==> config.mk <==
export PLATFORM = sky130hd
export DESIGN_NAME = pao_adc_path
export DESIGN_NICKNAME = d
export VERILOG_FILES = /design/src/hw/pao_pkg.sv /design/src/hw/pao_adc_path.sv /design/src/hw/pao_fifo.sv
export SDC_FILE = /design/constraint.sdc
export NUM_CORES = 1
export LEC_CHECK = 0
export BUFFER_PORTS_ARGS = -buffer_cell sky130_fd_sc_hd__buf_4
export CAP_MARGIN = 20
export CORE_AREA = 4 4 192 194
export CTS_CLUSTER_DIAMETER = 200
export DETAILED_ROUTE_END_ITERATION = 10
export DIE_AREA = 0 0 196 198
export HOLD_SLACK_MARGIN = 0.1
export PLACE_DENSITY = 0.7
export SYNTH_ARGS = -nofsm -noshare
export SYNTH_HDL_FRONTEND = slang
export SYNTH_SLANG_ARGS = --single-unit
==> constraint.sdc <==
create_clock -name clk -period 21.3 [get_ports clk]
set_input_delay 3.195 -clock clk [delete_from_list [all_inputs] [get_ports clk]]
set_output_delay 3.195 -clock clk [all_outputs]
set_load 0.01 [all_outputs]
==> src/hw/pao_pkg.sv <==
/*
 * Shared constants for the pipelined converter output path: pipeline
 * geometry, latency, output bit positions, reset values and the
 * track-and-hold phase states.
 * Assumes one clock domain and that every user imports the whole package.
 */
package pao_pkg;

    // Pipeline geometry.
    localparam int STAGES_DEF     = 9;
    localparam int STAGE_BITS     = 2;
    localparam int WORD_W         = 10;
    localparam int AIN_W_DEF      = 12;

    // Latency from the start-convert edge to a valid word, in convert cycles.
    localparam real LATENCY_CONV_CYCLES = 6.5;
    // Both convert clock edges advance the pipe, so the latency counts in half cycles.
    localparam int LATENCY_HALF_CYCLES = int'(LATENCY_CONV_CYCLES * 2.0);

    // Output pin order: the top bit is the most significant of the word.
    localparam int RESULT_BIT_TOP    = WORD_W - 1;
    localparam int RESULT_BIT_BOTTOM = 0;

    // Reset values.
    localparam logic [WORD_W-1:0] RESULT_RESET = 10'h000;

    // Capture tap buffer.
    localparam int TAP_W_DEF     = WORD_W;
    localparam int TAP_DEPTH_DEF = 16;

    // Track-and-hold phase sequence, Gray coded along its loop.
    typedef enum logic [1:0] {
        TH_TRACK = 2'h0,
        TH_GAP_A = 2'h1,
        TH_HOLD  = 2'h3,
        TH_GAP_B = 2'h2
    } pao_th_state_type;

endpackage

==> src/hw/pao_adc_path.sv <==
/*
 * Digital side of a pipelined sampling converter: track-and-hold phase
 * sequencing, nine 2-bit pipeline stages advanced on both convert clock
 * edges, time alignment, error correction, output coding and the output
 * pin drivers, plus a buffered capture tap.
 * Assumes the convert clock and all inputs are synchronous to clk and that
 * the convert clock stays at each level for at least two clk cycles.
 */
// Behaviour
// - A sample's word appears 6.5 convert cycles after the falling edge that captured it.
// - Each sample yields one 10-bit word on the parallel output pins.
// - In straight offset binary a positive full-scale input gives all ones.
// - With the top-bit-invert select high only the top bit is inverted, giving two's complement.
// - While the output-float control is high the result word pins are released.
// - The quantizer is nine stages, each resolving a 2-bit code; all but the last pass a residue on.
// - Both the rising and the falling convert clock edge advance the pipeline stages.
// - Every stage's code is delayed to line up with later stages before error correction.
// - Track and hold run on two non-overlapping phases, sampling in the first and holding in the second.
// - The top output bit carries the most significant bit and the bottom bit the least.
module pao_adc_path
    import pao_pkg::*;
#(
    parameter int AIN_W     = AIN_W_DEF,
    parameter int TAP_DEPTH = TAP_DEPTH_DEF
) (
    // Clock, reset and enable.
    input  wire logic              clk,
    input  wire logic              rst,
    input  wire logic              ce,
    // Convert clock and sampled input level.
    input  wire logic              conv_clk,
    input  wire logic [AIN_W-1:0]  ain_level,
    // Static straps.
    input  wire logic              top_bit_invert_sel,
    input  wire logic              out_float,
    // Parallel result pins.
    output logic [WORD_W-1:0]      result_word,
    output logic                   result_oe,
    output logic                   word_strobe,
    // Track-and-hold phases.
    output logic                   track_phase,
    output logic                   hold_phase,
    // Capture tap.
    output logic [WORD_W-1:0]      tap_data,
    output logic                   tap_valid,
    input  wire logic              tap_ready,
    output logic                   tap_space,
    output logic                   tap_lost
);
    localparam int STAGES = STAGES_DEF;
    localparam int CODE_W = STAGE_BITS * STAGES;
    localparam int TAIL   = LATENCY_HALF_CYCLES - STAGES - 2;
    localparam logic [AIN_W-1:0] TH_LO = {3'h3, {(AIN_W-3){1'b0}}};
    localparam logic [AIN_W-1:0] TH_HI = {3'h5, {(AIN_W-3){1'b0}}};

    // Stage decision with redundancy: codes 0..2 keep the residue in range.
    function automatic logic [1:0] stage_decide(input logic [AIN_W-1:0] x);
        if (x < TH_LO) begin
            return 2'h0;
        end else if (x < TH_HI) begin
            return 2'h1;
        end
        return 2'h2;
    endfunction

    // Residue is twice the input less the DAC level d times half of full scale.
    function automatic logic [AIN_W-1:0] stage_residue(input logic [AIN_W-1:0] x,
                                                       input logic [1:0]       d);
        logic [AIN_W:0] t;
        t = {x, 1'b0} - {d, {(AIN_W-1){1'b0}}};
        return t[AIN_W-1:0];
    endfunction

    // Overlapping add of aligned stage codes; the sum stays below 2**WORD_W
    // because the residues are exact, so no saturation is needed.
    function automatic logic [WORD_W-1:0] correct(input logic [CODE_W-1:0] c);
        logic [WORD_W:0] acc;
        acc = '0;
        for (int i = 0; i < STAGES; i++) begin
            acc = acc + ((WORD_W+1)'(c[STAGE_BITS*i +: STAGE_BITS]) << (STAGES - 1 - i));
        end
        return acc[WORD_W-1:0];
    endfunction

    function automatic logic [WORD_W-1:0] apply_coding(input logic [WORD_W-1:0] w,
                                                       input logic             inv);
        logic [WORD_W-1:0] r;
        r = w;
        r[RESULT_BIT_TOP] = w[RESULT_BIT_TOP] ^ inv;
        return r;
    endfunction

    // Convert clock edges and track-and-hold phases.
    logic             conv_q_r, conv_q_nxt;
    logic             rise, fall, sub_edge;
    pao_th_state_type state_r, state_nxt;
    logic             phi1_r, phi1_nxt, phi2_r, phi2_nxt;

    always_comb begin
        conv_q_nxt = conv_clk;
        rise       = !conv_q_r && conv_clk;
        fall       = conv_q_r && !conv_clk;
        sub_edge   = rise || fall;
        case (state_r)
            TH_TRACK: state_nxt = fall ? TH_GAP_A : TH_TRACK;
            TH_GAP_A: state_nxt = TH_HOLD;
            TH_HOLD:  state_nxt = rise ? TH_GAP_B : TH_HOLD;
            TH_GAP_B: state_nxt = TH_TRACK;
            default:  state_nxt = TH_TRACK;
        endcase
        phi1_nxt = (state_nxt == TH_TRACK);
        phi2_nxt = (state_nxt == TH_HOLD);
    end

    always_ff @(posedge clk or posedge rst) begin
        if (rst) begin
            conv_q_r <= 1'b0;
            state_r  <= TH_TRACK;
            phi1_r   <= 1'b1;
            phi2_r   <= 1'b0;
        end else if (ce) begin
            conv_q_r <= conv_q_nxt;
            state_r  <= state_nxt;
            phi1_r   <= phi1_nxt;
            phi2_r   <= phi2_nxt;
        end
    end

    // Hold register, quantizer stages, correction and alignment tail.
    // Valid flags carry a bubble in every other half cycle, so each stage
    // sees a new sample once per convert cycle.
    logic [AIN_W-1:0]  hold_r, hold_nxt;
    logic              hold_v_r, hold_v_nxt;
    logic [AIN_W-1:0]  res_r [STAGES-1];
    logic [AIN_W-1:0]  res_nxt [STAGES-1];
    logic [CODE_W-1:0] codes_r [STAGES];
    logic [CODE_W-1:0] codes_nxt [STAGES];
    logic [STAGES-1:0] v_r, v_nxt;
    logic [WORD_W-1:0] corr_r, corr_nxt;
    logic              corr_v_r, corr_v_nxt;
    logic [WORD_W-1:0] tail_r [TAIL];
    logic [WORD_W-1:0] tail_nxt [TAIL];
    logic [TAIL-1:0]   tail_v_r, tail_v_nxt;

    always_comb begin
        hold_nxt   = hold_r;
        hold_v_nxt = hold_v_r;
        res_nxt    = res_r;
        codes_nxt  = codes_r;
        v_nxt      = v_r;
        corr_nxt   = corr_r;
        corr_v_nxt = corr_v_r;
        tail_nxt   = tail_r;
        tail_v_nxt = tail_v_r;
        if (sub_edge) begin
            if (fall) begin
                hold_nxt = ain_level;
            end
            hold_v_nxt = fall;
            codes_nxt[0] = '0;
            codes_nxt[0][STAGE_BITS-1:0] = stage_decide(hold_r);
            res_nxt[0] = stage_residue(hold_r, stage_decide(hold_r));
            v_nxt[0]   = hold_v_r;
            for (int i = 1; i < STAGES - 1; i++) begin
                codes_nxt[i] = codes_r[i-1];
                codes_nxt[i][STAGE_BITS*i +: STAGE_BITS] = stage_decide(res_r[i-1]);
                res_nxt[i] = stage_residue(res_r[i-1], stage_decide(res_r[i-1]));
                v_nxt[i]   = v_r[i-1];
            end
            // The last stage is a plain 2-bit flash of the final residue.
            codes_nxt[STAGES-1] = codes_r[STAGES-2];
            codes_nxt[STAGES-1][CODE_W-1 -: STAGE_BITS] =
                res_r[STAGES-2][AIN_W-1 -: STAGE_BITS];
            v_nxt[STAGES-1] = v_r[STAGES-2];
            corr_nxt   = correct(codes_r[STAGES-1]);
            corr_v_nxt = v_r[STAGES-1];
            tail_nxt[0]   = corr_r;
            tail_v_nxt[0] = corr_v_r;
            for (int k = 1; k < TAIL; k++) begin
                tail_nxt[k]   = tail_r[k-1];
                tail_v_nxt[k] = tail_v_r[k-1];
            end
        end
    end

    always_ff @(posedge clk or posedge rst) begin
        if (rst) begin
            hold_r   <= '0;
            hold_v_r <= 1'b0;
            res_r    <= '{default: '0};
            codes_r  <= '{default: '0};
            v_r      <= '0;
            corr_r   <= '0;
            corr_v_r <= 1'b0;
            tail_r   <= '{default: '0};
            tail_v_r <= '0;
        end else if (ce) begin
            hold_r   <= hold_nxt;
            hold_v_r <= hold_v_nxt;
            res_r    <= res_nxt;
            codes_r  <= codes_nxt;
            v_r      <= v_nxt;
            corr_r   <= corr_nxt;
            corr_v_r <= corr_v_nxt;
            tail_r   <= tail_nxt;
            tail_v_r <= tail_v_nxt;
        end
    end

    // Output pins, strobe and tap overflow.
    logic [WORD_W-1:0] out_r, out_nxt;
    logic              oe_r, oe_nxt;
    logic              strobe_r, strobe_nxt;
    logic              lost_r, lost_nxt;
    logic              fifo_ready;

    always_comb begin
        out_nxt    = out_r;
        strobe_nxt = sub_edge && tail_v_r[TAIL-1];
        if (strobe_nxt) begin
            out_nxt = apply_coding(tail_r[TAIL-1], top_bit_invert_sel);
        end
        // The float control is meant as a static test strap; toggling it
        // mid-conversion only releases the pins, it never stalls the pipe.
        oe_nxt   = !out_float;
        lost_nxt = strobe_r && !fifo_ready;
    end

    always_ff @(posedge clk or posedge rst) begin
        if (rst) begin
            out_r    <= RESULT_RESET;
            oe_r     <= 1'b0;
            strobe_r <= 1'b0;
            lost_r   <= 1'b0;
        end else if (ce) begin
            out_r    <= out_nxt;
            oe_r     <= oe_nxt;
            strobe_r <= strobe_nxt;
            lost_r   <= lost_nxt;
        end
    end

    // The converter cannot stall, so a full tap drops the word and pulses tap_lost.
    pao_fifo #(
        .W     (WORD_W),
        .DEPTH (TAP_DEPTH)
    ) u_tap (
        .clk       (clk),
        .rst       (rst),
        .ce        (ce),
        .in_valid  (strobe_r),
        .in_data   (out_r),
        .in_ready  (fifo_ready),
        .out_valid (tap_valid),
        .out_data  (tap_data),
        .out_ready (tap_ready)
    );

    assign result_word = out_r;
    assign result_oe   = oe_r;
    assign word_strobe = strobe_r;
    assign track_phase = phi1_r;
    assign hold_phase  = phi2_r;
    assign tap_space   = fifo_ready;
    assign tap_lost    = lost_r;

    // Reference pipe for the checks below: each sample rides along with its
    // edge count so the word can be compared with the ideal code.
    logic [AIN_W-1:0] chk_r [LATENCY_HALF_CYCLES+1];
    logic [LATENCY_HALF_CYCLES:0] chk_v_r;

    always_ff @(posedge clk or posedge rst) begin
        if (rst) begin
            chk_r   <= '{default: '0};
            chk_v_r <= '0;
        end else if (ce && sub_edge) begin
            chk_r[0]   <= ain_level;
            chk_v_r[0] <= fall;
            for (int k = 1; k <= LATENCY_HALF_CYCLES; k++) begin
                chk_r[k]   <= chk_r[k-1];
                chk_v_r[k] <= chk_v_r[k-1];
            end
        end
    end
endmodule

==> src/hw/pao_fifo.sv <==
/*
 * Small synchronous FIFO with a registered head word, used on the capture
 * tap of the converter output path.
 * Assumes one clock, an active-high asynchronous reset and a clock enable
 * that freezes all state while low.
 */
module pao_fifo
    import pao_pkg::*;
#(
    parameter int W     = TAP_W_DEF,
    parameter int DEPTH = TAP_DEPTH_DEF
) (
    // Clock and control.
    input  wire logic         clk,
    input  wire logic         rst,
    input  wire logic         ce,
    // Fill side.
    input  wire logic         in_valid,
    input  wire logic [W-1:0] in_data,
    output logic              in_ready,
    // Drain side.
    output logic              out_valid,
    output logic [W-1:0]      out_data,
    input  wire logic         out_ready
);
    localparam int PW = (DEPTH > 1) ? $clog2(DEPTH) : 1;
    localparam int CW = $clog2(DEPTH + 1);
    localparam logic [CW-1:0] CNT_FULL = CW'(DEPTH);
    localparam logic [PW-1:0] PTR_LAST = PW'(DEPTH - 1);

    logic [W-1:0]  mem_r [DEPTH];
    logic [W-1:0]  mem_nxt [DEPTH];
    logic [PW-1:0] wr_r, wr_nxt, rd_r, rd_nxt;
    logic [CW-1:0] cnt_r, cnt_nxt;
    logic          rdy_r, rdy_nxt;
    logic          ov_r, ov_nxt;
    logic [W-1:0]  od_r, od_nxt;
    logic          push;
    logic          pop;

    function automatic logic [PW-1:0] ptr_inc(input logic [PW-1:0] p);
        return (p == PTR_LAST) ? '0 : p + 1'b1;
    endfunction

    // The head register makes the drain side come straight from flops; the
    // price is one extra cycle before a word written into an empty FIFO shows.
    always_comb begin
        mem_nxt = mem_r;
        wr_nxt  = wr_r;
        rd_nxt  = rd_r;
        ov_nxt  = ov_r;
        od_nxt  = od_r;
        push    = in_valid && rdy_r;
        pop     = (cnt_r != '0) && (!ov_r || out_ready);
        if (push) begin
            mem_nxt[wr_r] = in_data;
            wr_nxt        = ptr_inc(wr_r);
        end
        if (!ov_r || out_ready) begin
            ov_nxt = pop;
            if (pop) begin
                od_nxt = mem_r[rd_r];
                rd_nxt = ptr_inc(rd_r);
            end
        end
        cnt_nxt = cnt_r + CW'(push) - CW'(pop);
        rdy_nxt = (cnt_nxt != CNT_FULL);
    end

    always_ff @(posedge clk or posedge rst) begin
        if (rst) begin
            mem_r <= '{default: '0};
            wr_r  <= '0;
            rd_r  <= '0;
            cnt_r <= '0;
            rdy_r <= 1'b1;
            ov_r  <= 1'b0;
            od_r  <= '0;
        end else if (ce) begin
            mem_r <= mem_nxt;
            wr_r  <= wr_nxt;
            rd_r  <= rd_nxt;
            cnt_r <= cnt_nxt;
            rdy_r <= rdy_nxt;
            ov_r  <= ov_nxt;
            od_r  <= od_nxt;
        end
    end

    assign in_ready  = rdy_r;
    assign out_valid = ov_r;
    assign out_data  = od_r;

endmodule

# [Word-level counts from Yosys, hierarchy flattened]
# Index checks and enable logic that the tools add are counted.
# W data, S select, Z words.
[word_totals] ff_bits=444 input_bits=19 output_inout_bits=27 word_cells=194
[classes] addsub=20 magnitude_cmp=19 n_eq_ne=7 muxes=67 n_bitwise=3 reduce_logical=23
[ops] operator="$bwmux W160" count=1
[ops] operator="$lt A12 B11 Y1 const B" count=8
[ops] operator="$lt A12 B12 Y1 const B" count=8
[ops] operator="$sub A12 B12 Y12" count=8
[ops] operator="$mux W2" count=24
[ops] operator="$bmux W10 S4" count=1
[ops] operator="$demux W10 S4" count=1
[ops] operator="$mux W1" count=34
[ops] operator="$mux W10" count=3
[ops] operator="$add A10 B2 Y10" count=1
[ops] operator="$add A10 B3 Y10" count=1
[ops] operator="$add A10 B4 Y10" count=1
[ops] operator="$add A10 B5 Y10" count=1
[ops] operator="$add A10 B6 Y10" count=1
[ops] operator="$add A10 B7 Y10" count=1
[ops] operator="$add A10 B8 Y10" count=1
[ops] operator="$add A10 B9 Y10" count=1
[ops] operator="$ge A5 B5 Y1 const B" count=2
[ops] operator="$not A4 Y5" count=2
[ops] operator="$add A4 B1 Y4 const B" count=2
[ops] operator="$eq A4 B4 Y1 const B" count=2
[ops] operator="$mux W4" count=2
[ops] operator="$pmux W2 S4" count=1
[ops] operator="$reduce_and A2 Y1" count=4
[ops] operator="other kinds (13)" count=28

# [Depth between registers and ports, before layout]
[logic_depth] ltp_word=8 ltp_mapped=13 depth_no_buf=13

# [By module]
# Synthesis repeated with hierarchy kept, for this count alone.
[hier_totals] cells_unflattened=1471 hier_area_um2=16921.2
[modules_own_cells] mod="pao_fifo" n_inst=1 cells_per_inst=557 area_per_inst_um2=8520.7 seq_area_each_um2=4630.7
[modules_own_cells] mod="pao_adc_path" n_inst=1 cells_per_inst=914 area_per_inst_um2=8400.6 seq_area_each_um2=5131.2

# [Worst setup path before layout]
# OpenSTA, ideal clock, no wires.
[synth_timing] kind="input port to flip-flop" startpoint="input port tap_ready" endpoint="register u_tap.cnt_r[4]" setup_time_ns=0.123 arrival_time_ns=4.840 t_required_ns=21.177 path_slack_ns=16.337 cell_stages=11 path_buffers=0 cell_sequence="inv_1 a21oi_1 ha_1 inv_1 ha_1 fa_1 a21oi_1 o21bai_1 xnor2_1 nand2b_1 xnor2_1"
[synth_between] elab_chain_len=3
[synth_lines] element="start: declaration" line_no="pao_adc_path.sv:46" source="input wire logic tap_ready,"
[synth_lines] element="$logic_or A1 B1 Y1" line_no="pao_fifo.sv:54" source="pop = (cnt_r != '0) && (!ov_r || out_ready);"
[synth_lines] element="$logic_and A1 B1 Y1" line_no="pao_fifo.sv:54"
[synth_lines] element="named net u_tap.pop" line_no="pao_fifo.sv:39" source="logic pop;"
[synth_lines] element="$sub A5 B1 Y5" line_no="pao_fifo.sv:66" source="cnt_nxt = cnt_r + CW'(push) - CW'(pop);"
[synth_lines] element="end signal: assignment" line_no="pao_fifo.sv:83" source="cnt_r <= cnt_nxt;"
[synth_lines] element="end: declaration" line_no="pao_fifo.sv:34" source="logic [CW-1:0] cnt_r, cnt_nxt;"
# The timed path passes the listed nets, and every way through them passes these cells.
# A chain may end at the register's enable or synchronous reset.

# [Worst setup path after layout]
[layout_timing] startpoint="input port ce" endpoint="register u_tap.mem_r[1] (netlist bit)"
[layout_between] elab_chain_len=1
[layout_lines] element="start: declaration" line_no="pao_adc_path.sv:29" source="input wire logic ce,"
[layout_lines] element="$reduce_and A2 Y1 (no line)"
[layout_lines] element="end signal: assignment" line_no="pao_fifo.sv:80" source="mem_r <= mem_nxt;"
[layout_lines] element="end: declaration" line_no="pao_fifo.sv:31" source="logic [W-1:0] mem_r [DEPTH];"
# No other way between the ends.

==> parameters.txt <==
Parameter                              Value

Clock network
  Insertion delay to the later sink of the worst-skew pair ... 0.54 ns
  CTS Buffer Depth ... 3
  TritonCTS buffer count ... 42
  CTS-repair resized insts ... 0
  Post-CTS setup-driven buffer insertion count ... 0
  # hold bufs at CTS ... 0
  CTS Sinks ... 390
  CTS H-Tree Depth ... 2
  CTS tree ... done
  Clock Tree Root ... clkbuf_16
  Clk slew on worst S/H paths ... roughly 0.060 ns

Route
  Post-detailed-routing wire length ... 32,300 um
  Per-cell via count in the routed design ... between 5 and 6
  Iteration-0 DRC Markers ... between 600 and 700
  First-pass DRT Iterations ... 5
  Routed length per instance ... 16.2 um
  Post-detailed-route DRC marker count ... 0
  Count of antenna-violating nets left after detailed routing ... 0
  Total via count in the routed design ... 10,502

Logic synthesis
  Post-synthesis async set-or-reset flop share ... between 90% and 100%
  Avg Cell Area, Syn ... 11.3 sq um
  Flops & latches, synth ... just under 400
  Number of synthesized flops with an enable pin ... 0
  Share of the yosys chip area belonging to registers ... 58.5%
  Netlist area before placement ... 0.0167 sq mm
  Synth Flop Type ... dfrtp_1
  Distinct cell type count after synthesis ... 49
  Number of warnings printed during yosys synthesis ... 0
  Mapped Cells ... 1,474
  Syn_nets ... around 1,500

Worst setup path
  Critical Setup Path Class ... in -> reg
  Launching point of the worst reg2reg path ... u_tap.cnt_r[3]
  CP startpoint ... ce
  Flop2flop setup slack ... 18.42 ns
  R2r worst-path depth ... 13
  Capture point of the worst reg-to-reg path ... u_tap.in_ready
  Maximum fanout along the worst path ... 31
  Type of destination of the critical path ... flip-flop
  Critical Path End ... u_tap.mem_r[1]
  Data arrival time of the critical path ... roughly 5.6 ns
  Worst endpoint required time ... ~22 ns
  Kind of launch point of the worst setup path ... input port

Cells and area
  Number of antenna cells inserted ... 0
  Layout-stage area growth over the synthesis result ... 12.5%
  Layout Nets ... 1,545
  Share of final-layout standard cells stronger than drive strength 1 ... around a fifth
  Number of fill cells ... ~3,000

Timing
  Worst hold slack ... 0.453 ns
  PnR worst setup slack ... 16.11 ns
  Headroom to the max-slew limit ... 16.5%
  Setup repair after global routing missed its margin ... no
  Clock skew ... 0.0198 ns
  Final setup violation count ... 0
  Transition time at the pin with the least slew margin ... 1.25 ns
  Summed negative setup slack over all endpoints ... 0 ns
  Total count of hold-check failures in the final report ... 0
  Min cycle time layout ... 5.19 ns
  Max Freq ... 193 MHz
  Share of the clock period used by the worst path ... 24.3%
  Max-slew violations ... 0

Status
  Run status ... complete, no violations

Floorplanning
  Placeable core region ... 0.0352 sq mm
  Chip Width ... 196 um
  Total die area ... about 0.039 sq mm
  Effective utilization at floorplan ... 47.4%
  Die height ... 198 um
  I/O pin cnt ... 46
  Row count ... 69

Global route
  Largest net degree at the start of global routing ... about 220
  Overall routing resource usage ... 16.8%
  Number of global-route vias before repair ... about 10,000
  Number of antenna violations at the first check in global routing ... 0
  Total global routing overflow ... 0
  First-pass GRT wire length ... 53,800 um

Placement
  PortBufs ... 43
  Dpl hpwl ... ~19,000 um
  Final weighted congestion of routability-driven global placement ... approximately 0.81
  Worst Setup Slack post-DPL ... 15.56 ns

Flow run
  Number of violations of the max-capacitance limit ... 0

Pwr
  Peak supply drop ... 104 uV
  Static leakage ... 9.53 nW
  Total design power ... 2.11 mW
  PwrDens ... 113 mW/mm^2

Hold path
  Hold crit path type ... reg -> reg
  Cell depth of the worst min-delay path ... 2
flip-flops by register name, summed over array words and instances, names as in the netlist, 2 cells and up:
signal and flops:
u_tap.out_data 10, corr_r 10, u_tap.mem_r 160, u_tap.wr_r 4, tail_v_r 2, u_tap.cnt_r 5
v_r 9, u_tap.rd_r 4, result_word 10, hold_r 10, res_r 44, codes_r 90
tail_r 20, state_r 2
report_power, final:
part	internal [mW]	leakage (nW)	total (mW)	switching [mW]
clock network	0.422	0.653	0.709	0.286
logic	0.169	3.62	0.405	0.236
registers	0.892	5.26	0.999	0.107
total	1.48	9.53	2.11	0.630
how the worst min path moves through the flow:
stage | start | endpoint | slack [ns]
6_report | tail_r[16] | tail_r[6] | 0.45
5_1_grt | codes_r[36] | codes_r[18] | 0.48
4_1_cts | tail_r[16] | tail_r[6] | 0.46
3_5_place_dp | codes_r[54] | codes_r[36] | 0.45
3_3_place_gp | hold_r[4] | res_r[89] | 0.45
2_1_floorplan | hold_r[2] | res_r[87] | 0.43
cell type report:
class | instances | area, sq um | area share (%)
Inverter | 28 | 113 | 0.600
Tap cell | 461 | 577 | 3.07
Clock inverter | 10 | 119 | 0.633
Sequential cell | 390 | 9760 | 52.0
Clock buffer | 65 | 1230 | 6.54
Timing Repair Buffer | 57 | 460 | 2.45
Multi-Input combinational cell | 984 | 6520 | 34.7
kinds of logic (layout without fill, tap and decap cells):
logic type,Yosys count,in the layout,synth area share [%]
fa+ha+maj,29,29,2.17
compound gates,141,141,5.17
simple gates,560,560,13.4
buf+inv,100,160,2.52
flops,390,390,58.5
mux,242,242,17.6
xor+xnor,12,12,0.630
routing by layer:
metal	wire, um	GRT usage [%]
met5	0	0
met4	891	5.33
met3	1120	2.88
met2	15000	26.2
met1	15300	24.4
through the flow:
stage	utilization (%)	instances	instance area [sq um]
after floorplan	-	1474	16700
after global placement	49.4	1919	17400
after detailed placement	49.4	1919	17400
after CTS	53.2	1994	18700
after global routing	53.3	1995	18800
final	53.3	1995	18800
cells in the mapped netlist (11+ instances only):
library cell | instances | area share (%)
nor2_1 | 24 | 0.54
nor3_1 | 11 | 0.33
a21oi_1 | 14 | 0.42
dfrtp_1 | 388 | 58
ha_1 | 21 | 1.6
mux2_2 | 181 | 12
o21ai_0 | 53 | 1.6
nand2_1 | 484 | 11
o22ai_1 | 21 | 0.79
buf_2 | 11 | 0.33
mux4_2 | 12 | 1.6
clkbuf_1 | 52 | 1.2
a22o_1 | 14 | 0.73
mux2i_1 | 41 | 2.5
inv_1 | 28 | 0.63
critical path: stages:
cell	delay [ns]
buf_4	0.27
and3_1	0.54
nand2_1	0.25
nor2_1	0.89
mux2_2	0.43
cell usage in the layout, fill, tap and decap left out, types with 5 or more instances in the layout:
cell / instances
nand2_1: 484
dfrtp_1: 387
mux2_2: 181
buf_4: 55
o21ai_0: 53
clkbuf_16: 43
mux2i_1: 41
inv_1: 27
nor2_1: 24
o22ai_1: 21
ha_1: 21
clkbuf_1: 15
a21oi_1: 14
a22o_1: 14
mux4_2: 12
nor3_1: 11
o21ai_1: 10
nand3b_1: 9
xnor2_1: 9
nor2_2: 8
nand3_1: 8
mux4_1: 8
o21a_1: 7
clkbuf_8: 7
maj3_1: 6
a21o_1: 5
No activity file was read; power rests on OpenSTA's default activity.
